File: config.mk
export PLATFORM = sky130hd
export DESIGN_NAME = segment_lcd_driver
export DESIGN_NICKNAME = d
export VERILOG_FILES = /design/src/hdl/lcd_pkg.sv /design/src/hdl/segment_lcd_driver.sv
export SDC_FILE = /design/constraint.sdc
export NUM_CORES = 1
export LEC_CHECK = 0
export ABC_AREA = 1
export BUFFER_PORTS_ARGS = -buffer_cell sky130_fd_sc_hd__buf_2
export CORE_MARGIN = 10
export CORE_UTILIZATION = 60
export CTS_BUF_LIST = sky130_fd_sc_hd__clkbuf_8 sky130_fd_sc_hd__clkbuf_16
export CTS_CLUSTER_SIZE = 20
export DETAILED_ROUTE_END_ITERATION = 12
export GPL_TIMING_DRIVEN = 0
export PLACE_DENSITY = 0.81
export SETUP_SLACK_MARGIN = 0.5
export SLEW_MARGIN = 0
export SYNTH_ARGS = -nofsm -noshare
export SYNTH_HDL_FRONTEND = slang
export SYNTH_SLANG_ARGS = --single-unit
File: constraint.sdc
create_clock -name hclk -period 7.85 [get_ports hclk]
set_input_delay 2.355 -clock hclk [delete_from_list [all_inputs] [get_ports hclk]]
set_output_delay 2.355 -clock hclk [all_outputs]
set_load 0.005 [all_outputs]
File: src/hdl/lcd_pkg.sv
`default_nettype none
package lcd_pkg;

  // Register indices as printed; byte address is four times the index
  localparam logic [29:0] IDX_CLOCK      = 30'h0000_004F;
  localparam logic [29:0] IDX_CTRL       = 30'h0000_0051;
  localparam logic [29:0] IDX_DATA_FIRST = 30'h0000_0052;
  localparam logic [29:0] IDX_DATA_LAST  = 30'h0000_005E;
  localparam int          SEG_REG_COUNT  = 13;

  // Reset values and writable bits
  localparam logic [7:0] CTRL_RESET     = 8'h00;
  localparam logic [7:0] CLOCK_RESET    = 8'h00;
  localparam logic [7:0] CTRL_WMASK     = 8'hBF;
  localparam logic [7:0] CLOCK_WMASK    = 8'h7F;
  localparam logic [7:0] LAST_SEG_WMASK = 8'h0F;

  // Drive levels: panel supply and three ladder taps
  localparam logic [1:0] LVL_VLCD = 2'h0;
  localparam logic [1:0] LVL_V1   = 2'h1;
  localparam logic [1:0] LVL_V2   = 2'h2;
  localparam logic [1:0] LVL_V3   = 2'h3;

  // Fast charge shifts of the base clock period
  localparam int FC_SHIFT_32  = 5;
  localparam int FC_SHIFT_64  = 6;
  localparam int FC_SHIFT_128 = 7;

  localparam logic [1:0] HTRANS_NONSEQ_BIT = 2'h2;
  localparam logic       HRESP_OKAY        = 1'h0;

  typedef enum logic [1:0] {
    DUTY_STATIC  = 2'h0,
    DUTY_THIRD   = 2'h1,
    DUTY_QUARTER = 2'h2,
    DUTY_UNUSED  = 2'h3
  } duty_t;

  typedef enum logic [3:0] {
    BUS_IDLE  = 4'h1,
    BUS_WRITE = 4'h2,
    BUS_RWAIT = 4'h4,
    BUS_RDONE = 4'h8
  } bus_state_t;

  typedef struct packed {
    logic       display_enable;
    logic       reserved;
    logic       fast_charge_sel;
    logic       low_current_sel;
    logic [3:0] contrast_sel;
  } ctrl_t;

  typedef struct packed {
    logic       reserved;
    logic [1:0] fast_charge_width;
    duty_t      duty;
    logic [2:0] base_clock_div_sel;
  } clock_t;

  typedef struct packed {
    logic [24:1][1:0] frontplane_out;
    logic [1:0]       shared_plane_pin;
    logic [2:0][1:0]  backplane_out;
  } panel_drive_t;

  // Reference clocks per base clock period, minus one
  function automatic logic [15:0] div_limit(input logic [2:0] sel);
    unique case (sel)
      3'h0:    div_limit = 16'h007F;
      3'h1:    div_limit = 16'h00FF;
      3'h2:    div_limit = 16'h01FF;
      3'h3:    div_limit = 16'h03FF;
      3'h4:    div_limit = 16'h3FFF;
      3'h5:    div_limit = 16'h7FFF;
      default: div_limit = 16'hFFFF;
    endcase
  endfunction

endpackage
`default_nettype wire

File: src/hdl/segment_lcd_driver.sv
`timescale 1ns/10ps
`default_nettype none
module segment_lcd_driver
  import lcd_pkg::*;
(
  input  wire logic         hclk,            // Oscillator reference clock
  input  wire logic         hresetn,         // Async reset, low
  input  wire logic         clk_en,          // Freezes all state when low
  input  wire logic         hsel,            // Slave select
  input  wire logic [31:0]  haddr,           // Byte address
  input  wire logic [1:0]   htrans,          // Transfer type
  input  wire logic         hwrite,          // Write when high
  input  wire logic [31:0]  hwdata,          // Write data
  input  wire logic         hready,          // Bus ready
  output logic              hreadyout,       // Slave ready
  output logic              hresp,           // Always OKAY
  output logic [31:0]       hrdata,          // Read data
  input  wire logic         stop_mode,       // Processor in stop
  input  wire logic         osc_run_in_stop, // Oscillator kept in stop
  output panel_drive_t      panel_drive,     // 28 plane levels
  output logic              ladder_connect,  // Ladder tied to supply
  output logic              ladder_low_res,  // Low-value resistors in use
  output logic [3:0]        contrast_out     // Bias step
);

  bus_state_t   bus_state_reg, bus_state_next;
  logic [29:0]  addr_idx_reg;
  ctrl_t        ctrl_reg;
  clock_t       clock_reg;
  logic [7:0]   seg_reg [SEG_REG_COUNT];
  logic [15:0]  div_cnt_reg;
  logic [1:0]   phase_reg;
  logic [15:0]  fc_cnt_reg;
  panel_drive_t drive_reg, drive_next;
  logic         accept, running, base_tick, half, drive_changed;
  logic [15:0]  limit, fc_len;
  logic [1:0]   last_phase;
  duty_t        duty_eff;

  // Bus slave

  assign accept = hsel && hready && (htrans & HTRANS_NONSEQ_BIT) != 2'h0;

  always_comb begin
    bus_state_next = BUS_IDLE;
    unique case (bus_state_reg)
      BUS_RWAIT: bus_state_next = BUS_RDONE;
      BUS_IDLE, BUS_WRITE, BUS_RDONE: begin
        if (accept) begin
          bus_state_next = hwrite ? BUS_WRITE : BUS_RWAIT;
        end
      end
    endcase
  end

  always_ff @(posedge hclk or negedge hresetn) begin
    if (!hresetn) begin
      bus_state_reg <= BUS_IDLE;
      addr_idx_reg  <= 30'h0000_0000;
    end else if (clk_en) begin
      bus_state_reg <= bus_state_next;
      if (accept && bus_state_reg != BUS_RWAIT) begin
        addr_idx_reg <= haddr[31:2];
      end
    end
  end

  // Read takes one wait state so a write just before it is already stored
  assign hreadyout = (bus_state_reg != BUS_RWAIT);
  assign hresp     = HRESP_OKAY;

  function automatic logic seg_in_range(input logic [29:0] idx);
    seg_in_range = (idx >= IDX_DATA_FIRST) && (idx <= IDX_DATA_LAST);
  endfunction

  function automatic logic [3:0] seg_slot(input logic [29:0] idx);
    logic [29:0] diff;
    diff     = idx - IDX_DATA_FIRST;
    seg_slot = diff[3:0];
  endfunction

  always_ff @(posedge hclk or negedge hresetn) begin
    if (!hresetn) begin
      hrdata <= 32'h0000_0000;
    end else if (clk_en && bus_state_reg == BUS_RWAIT) begin
      if (addr_idx_reg == IDX_CTRL) begin
        hrdata <= {24'h00_0000, ctrl_reg & CTRL_WMASK};
      end else if (addr_idx_reg == IDX_CLOCK) begin
        hrdata <= {24'h00_0000, clock_reg & CLOCK_WMASK};
      end else if (seg_in_range(addr_idx_reg)) begin
        hrdata <= {24'h00_0000, seg_reg[seg_slot(addr_idx_reg)]};
      end else begin
        hrdata <= 32'h0000_0000;
      end
    end
  end

  // Control and clock registers
  always_ff @(posedge hclk or negedge hresetn) begin
    if (!hresetn) begin
      ctrl_reg  <= CTRL_RESET;
      clock_reg <= CLOCK_RESET;
    end else if (clk_en && bus_state_reg == BUS_WRITE) begin
      if (addr_idx_reg == IDX_CTRL) begin
        ctrl_reg <= hwdata[7:0] & CTRL_WMASK;
      end
      if (addr_idx_reg == IDX_CLOCK) begin
        clock_reg <= hwdata[7:0] & CLOCK_WMASK;
      end
    end
  end

  // Segment data is left untouched by reset
  always_ff @(posedge hclk) begin
    if (clk_en && bus_state_reg == BUS_WRITE && seg_in_range(addr_idx_reg)) begin
      if (addr_idx_reg == IDX_DATA_LAST) begin
        seg_reg[seg_slot(addr_idx_reg)] <= hwdata[7:0] & LAST_SEG_WMASK;
      end else begin
        seg_reg[seg_slot(addr_idx_reg)] <= hwdata[7:0];
      end
    end
  end

  // Timing

  // Unused duty code falls back to static
  assign duty_eff   = (clock_reg.duty == DUTY_UNUSED) ? DUTY_STATIC : clock_reg.duty;
  assign last_phase = (duty_eff == DUTY_QUARTER) ? 2'h3 : (duty_eff == DUTY_THIRD) ? 2'h2 : 2'h0;
  assign limit      = div_limit(clock_reg.base_clock_div_sel);
  assign base_tick  = (div_cnt_reg == limit);
  assign half       = (div_cnt_reg > (limit >> 1));

  always_comb begin
    unique case (clock_reg.fast_charge_width)
      2'h1:    fc_len = 16'((32'(limit) + 32'h0000_0001) >> FC_SHIFT_64);
      2'h2:    fc_len = 16'((32'(limit) + 32'h0000_0001) >> FC_SHIFT_128);
      default: fc_len = 16'((32'(limit) + 32'h0000_0001) >> FC_SHIFT_32);
    endcase
  end

  // Wait mode is invisible here; only stop without oscillator halts
  assign running = ctrl_reg.display_enable && !(stop_mode && !osc_run_in_stop);

  always_ff @(posedge hclk or negedge hresetn) begin
    if (!hresetn) begin
      div_cnt_reg <= 16'h0000;
      phase_reg   <= 2'h0;
    end else if (clk_en) begin
      if (!ctrl_reg.display_enable) begin
        div_cnt_reg <= 16'h0000;
        phase_reg   <= 2'h0;
      end else if (running) begin
        // A shortened divider could leave the count past the new limit
        if (div_cnt_reg >= limit) begin
          div_cnt_reg <= 16'h0000;
          phase_reg   <= (phase_reg >= last_phase) ? 2'h0 : phase_reg + 2'h1;
        end else begin
          div_cnt_reg <= div_cnt_reg + 16'h0001;
          // A shorter duty could leave the phase past the last backplane
          if (phase_reg > last_phase) begin
            phase_reg <= 2'h0;
          end
        end
      end
    end
  end

  // Waveforms

  function automatic logic seg_bit(input int fp, input logic [1:0] bp);
    logic [7:0] word;
    word    = seg_reg[fp / 2];
    seg_bit = word[{fp[0], bp}];
  endfunction

  function automatic logic [1:0] bp_level(input logic active, input logic selected, input logic h);
    if (!active) begin
      bp_level = LVL_VLCD;
    end else if (selected) begin
      bp_level = h ? LVL_V3 : LVL_VLCD;
    end else begin
      bp_level = h ? LVL_V1 : LVL_V2;
    end
  endfunction

  function automatic logic [1:0] fp_level(input duty_t d, input logic on, input logic h);
    if (d == DUTY_STATIC) begin
      fp_level = on ? (h ? LVL_VLCD : LVL_V3) : (h ? LVL_V3 : LVL_VLCD);
    end else begin
      fp_level = on ? (h ? LVL_VLCD : LVL_V3) : (h ? LVL_V2 : LVL_V1);
    end
  endfunction

  always_comb begin
    logic [1:0] bp3;
    bp3        = LVL_VLCD;
    drive_next = '0;
    if (ctrl_reg.display_enable) begin
      for (int b = 0; b < 3; b++) begin
        drive_next.backplane_out[b] = bp_level(2'(b) <= last_phase, phase_reg == 2'(b), half);
      end
      bp3 = bp_level(duty_eff == DUTY_QUARTER, phase_reg == 2'h3, half);
      for (int f = 1; f < 25; f++) begin
        drive_next.frontplane_out[f] = fp_level(duty_eff, seg_bit(f, phase_reg), half);
      end
      if (duty_eff == DUTY_QUARTER) begin
        drive_next.shared_plane_pin = bp3;
      end else begin
        drive_next.shared_plane_pin = fp_level(duty_eff, seg_bit(0, phase_reg), half);
      end
    end
  end

  assign drive_changed = (drive_next != drive_reg);

  always_ff @(posedge hclk or negedge hresetn) begin
    if (!hresetn) begin
      drive_reg <= '0;
    end else if (clk_en && (running || !ctrl_reg.display_enable)) begin
      drive_reg <= drive_next;
    end
  end

  assign panel_drive = drive_reg;

  // Ladder control

  always_ff @(posedge hclk or negedge hresetn) begin
    if (!hresetn) begin
      fc_cnt_reg     <= 16'h0000;
      ladder_low_res <= 1'h0;
      ladder_connect <= 1'h0;
      contrast_out   <= 4'h0;
    end else if (clk_en && (running || !ctrl_reg.display_enable)) begin
      ladder_connect <= ctrl_reg.display_enable;
      contrast_out   <= ctrl_reg.contrast_sel;
      if (drive_changed) begin
        fc_cnt_reg <= fc_len - 16'h0001;
      end else if (fc_cnt_reg != 16'h0000) begin
        fc_cnt_reg <= fc_cnt_reg - 16'h0001;
      end
      // Low current trades drive strength for ladder current
      ladder_low_res <= !ctrl_reg.low_current_sel ||
                        (ctrl_reg.fast_charge_sel && (drive_changed || fc_cnt_reg != 16'h0000));
    end
  end
endmodule // segment_lcd_driver
`default_nettype wire

==> results.sh <==
export IMPL_reg2reg_depth=31
export IMPL_clk_path_buf_depth=3
export IMPL_crit_fanout=10
export IMPL_relSlewSlack=0.0779
export IMPL_hold_class="flip-flop to flip-flop"
export IMPL_final_antenna_net_count=0
export IMPL_slew_violations=0
export IMPL_p_clk_frac=0.406
export IMPL_synth_avg_cell_area_um2=8.03
export IMPL_area_growth_pct=13.9
export IMPL_via_count=14893
export IMPL_grt_busiest_layer="met2"
export IMPL_pwr_share_seq=0.443
export IMPL_grt_max_degree=81
export IMPL_ys_flop_type="dfrtp_1"
export IMPL_dieArea_um2=33400
export IMPL_drc=0
export IMPL_async_reset_ff_frac=0.541
export IMPL_overflow=0
export IMPL_clock_sinks=279
export IMPL_worstMarginPinSlew_ns=1.37
export IMPL_drive_gt1_frac=0.140
export IMPL_cp_data_arrival_time_ns=5.35
export IMPL_hold_viol_final=0
export IMPL_final_nets=2255
export IMPL_setup_viol=0
export IMPL_portBuffers=117
export IMPL_grtUsageMet1=0.399
export IMPL_rsz0062_at_grt="no"
export IMPL_antenna_found_initial=0
export IMPL_num_fill_cells=2126
export IMPL_critPathLaunchType="flip-flop"
export IMPL_startpoint="clock_reg[0]"
export IMPL_post_cts_buffers=0
export IMPL_hold_ws_ns=0.479
export IMPL_first_iter_violations=1778
export IMPL_clock_latency_ns=0.60
export IMPL_reg2reg_to="fc_cnt_reg[6]"
export IMPL_gp_congestion=0.985
export IMPL_clkSlewWorstSetupHoldPaths_ns=0.06
export IMPL_max_freq_mhz=204
export IMPL_fin_crit_ns=4.89
export IMPL_grt_pass1_wl_mm=80.2
export IMPL_worst_endpoint_required_ns=8.30
export IMPL_endpoint="fc_cnt_reg[6]"
export IMPL_initial_core_util=0.610
export IMPL_utilization=0.694
export IMPL_critical_path_slowest_cell="dfrtp_1"
export IMPL_rows=59
export IMPL_yosysWarnings=0
export IMPL_largest_register_ffs=128
export IMPL_endpoint_kind="flip-flop"
export IMPL_cts_root_buf="clkbuf_16"
export IMPL_crit_top_cell="nand2_1"
export IMPL_fin_tns_setup_ns=0
export IMPL_avgRoutedWirePerCell_um=20.5
export IMPL_ys_seq_area_frac=0.480
export IMPL_maxCapViolations=0
export IMPL_skew_ns=0.0422
export IMPL_cts_tree="built"
export IMPL_ir_drop_mv=0.245
export IMPL_clock_tree_htree_level_count=1
export IMPL_cts_hold_buf=0
export IMPL_grt_pass1_vias=14097
export IMPL_p_switching_mw=1.05
export IMPL_grtUsageMet2=0.488
export IMPL_yosysUniqueCellTypes=49
export IMPL_crit_path_max_incr_delay_ns=0.44
export IMPL_power_density_nw_per_um2=205
export IMPL_insertedDiodeCount=0
export IMPL_synth_edff_count=128
export IMPL_leakage_nw=8.68
export IMPL_io_pins=170
export IMPL_grt_use_met3=0.0567
export IMPL_rrSetupSlack_ns=2.96
export IMPL_drt_wl_total_mm=51.5
export IMPL_dp_cells=2456
export IMPL_dieHeight_um=183
export IMPL_cts_buffers=30
export IMPL_swShare=0.283
export IMPL_outcome="finished clean"
export IMPL_cts_resized_gates=0
export IMPL_netlist_instances=1979
export IMPL_worst_r2r_startpoint="clock_reg[0]"
export IMPL_synth_seq_cells=279
export IMPL_core_area_um2=26100
export IMPL_intPower_mw=2.66
export IMPL_firstDrtPassIters=6
export IMPL_pwr_share_comb=0.151
export IMPL_syn_area_um2=15900
export IMPL_die_x_um=183
export IMPL_grt_use_total=0.301
export IMPL_vias_per_cell=5.93
export IMPL_critical_path_class="flip-flop to flip-flop"
export IMPL_finalNonFillerCells=2512
export IMPL_fin_crit_sh=0.623
export IMPL_dp_hpwl_mm=38.1
-- kinds of logic after synthesis --
group	count (synthesis)	share of synthesized area
other	1	0.000236
adder cells (fa/ha/maj)	28	0.0220
flip-flops	279	0.480
AND/OR/NAND/NOR	1089	0.299
buffers and inverters	309	0.0842
AO/OA/AOI/OAI	228	0.0845
XOR/XNOR	12	0.00661
multiplexers	33	0.0234
-- worst max-delay path, delay by kind of cell (launching register included) --
| family | cells | cell delay, ns |
|---|---|---|
| and+or+nand+nor | 23 | 2.94 |
| xor gates and xnor gates | 1 | 0.28 |
| adders and majority gates | 2 | 0.45 |
| DFF | 1 | 0.44 |
| buffers and inverters | 5 | 0.62 |
-- how the worst min path moves through the flow --
stage                          from  depth (start not counted)  slack [ns]              end
floorplan              clock_reg[3]                          2        0.45     clock_reg[3]
global route         ladder_connect                          2        0.50   ladder_connect
CTS                  ladder_connect                          2        0.48   ladder_connect
finish              contrast_out[3]                          2        0.48  contrast_out[3]
global placement    contrast_out[0]                          2        0.46  contrast_out[0]
detailed placement   ladder_connect                          2        0.47   ladder_connect
-- metrics by stage --
stage | power (mW) | instance area (µm²) | setup slack (ns)
6_report | 3.71 | 18100 | 2.96
5_1_grt | 3.83 | 18100 | 2.45
4_1_cts | 3.70 | 18100 | 3.06
3_5_place_dp | 2.21 | 17000 | 2.81
3_3_place_gp | 2.20 | 17000 | 2.16
2_1_floorplan | 2.01 | 16000 | 4.00
-- power by group through the flow --
stage                     sequential (mW)  combinational (mW)  clock (mW)
after floorplan                      1.65               0.360           0
after global placement               1.67               0.533           0
after detailed placement             1.67               0.543           0
after CTS                            1.64               0.549        1.51
after global routing                 1.65               0.614        1.56
final                                1.65               0.561        1.51
-- routing by layer --
| metal | part of all wire | vias to the layer above | wire length, µm |
|---|---|---|---|
| met3 | 0.10 | 127 | 5210 |
| met2 | 0.46 | 838 | 23900 |
| met5 | 0 | - | 0 |
| met4 | 0.034 | 0 | 1770 |
| li1 | - | 6935 | - |
| met1 | 0.40 | 6993 | 20600 |
-- cell usage after synthesis (all sizes together), types with 10 or more instances --
| master | instances | area share |
|---|---|---|
| nand2 | 563 | 0.13 |
| nor2 | 204 | 0.052 |
| inv | 196 | 0.046 |
| nand3 | 191 | 0.063 |
| dfrtp | 150 | 0.24 |
| edfxtp | 128 | 0.24 |
| o21ai | 108 | 0.034 |
| buf | 71 | 0.028 |
| nor3 | 53 | 0.017 |
| clkbuf | 40 | 0.0094 |
| nand4 | 40 | 0.016 |
| o22ai | 34 | 0.013 |
| mux2 | 33 | 0.023 |
| a21oi | 29 | 0.0091 |
| ha | 28 | 0.022 |
| o31ai | 22 | 0.010 |
| nand3b | 21 | 0.0099 |
| xor2 | 10 | 0.0055 |
-- cell type report --
cell class	count	area [µm²]	area share
clock inverters	18	188	0.0104
flip-flops and latches	279	7620	0.421
repair buffers	118	619	0.0342
inverters	198	743	0.0411
plain buffers	111	596	0.0329
clock buffers	38	883	0.0488
multi-input cells	1415	7020	0.388
well taps	335	419	0.0232
-- layout by cell type, fill, tap and decap left out, types with 25 or more instances in the layout --
master / Yosys / layout
a21oi_1: 29 / 29
mux2_2: 33 / 33
conb_1: 1 / 25
clkbuf_16: 0 / 32
nor2_1: 187 / 186
inv_1: 185 / 190
nand2_1: 559 / 559
nor3_1: 52 / 52
buf_2: 23 / 139
o22ai_1: 34 / 34
ha_1: 28 / 28
dfrtp_1: 150 / 150
edfxtp_1: 128 / 128
nand3_1: 184 / 184
o21ai_0: 102 / 102
clkbuf_1: 40 / 40
buf_4: 30 / 30
nand4_1: 40 / 40
(Power assumes the default switching activity.)
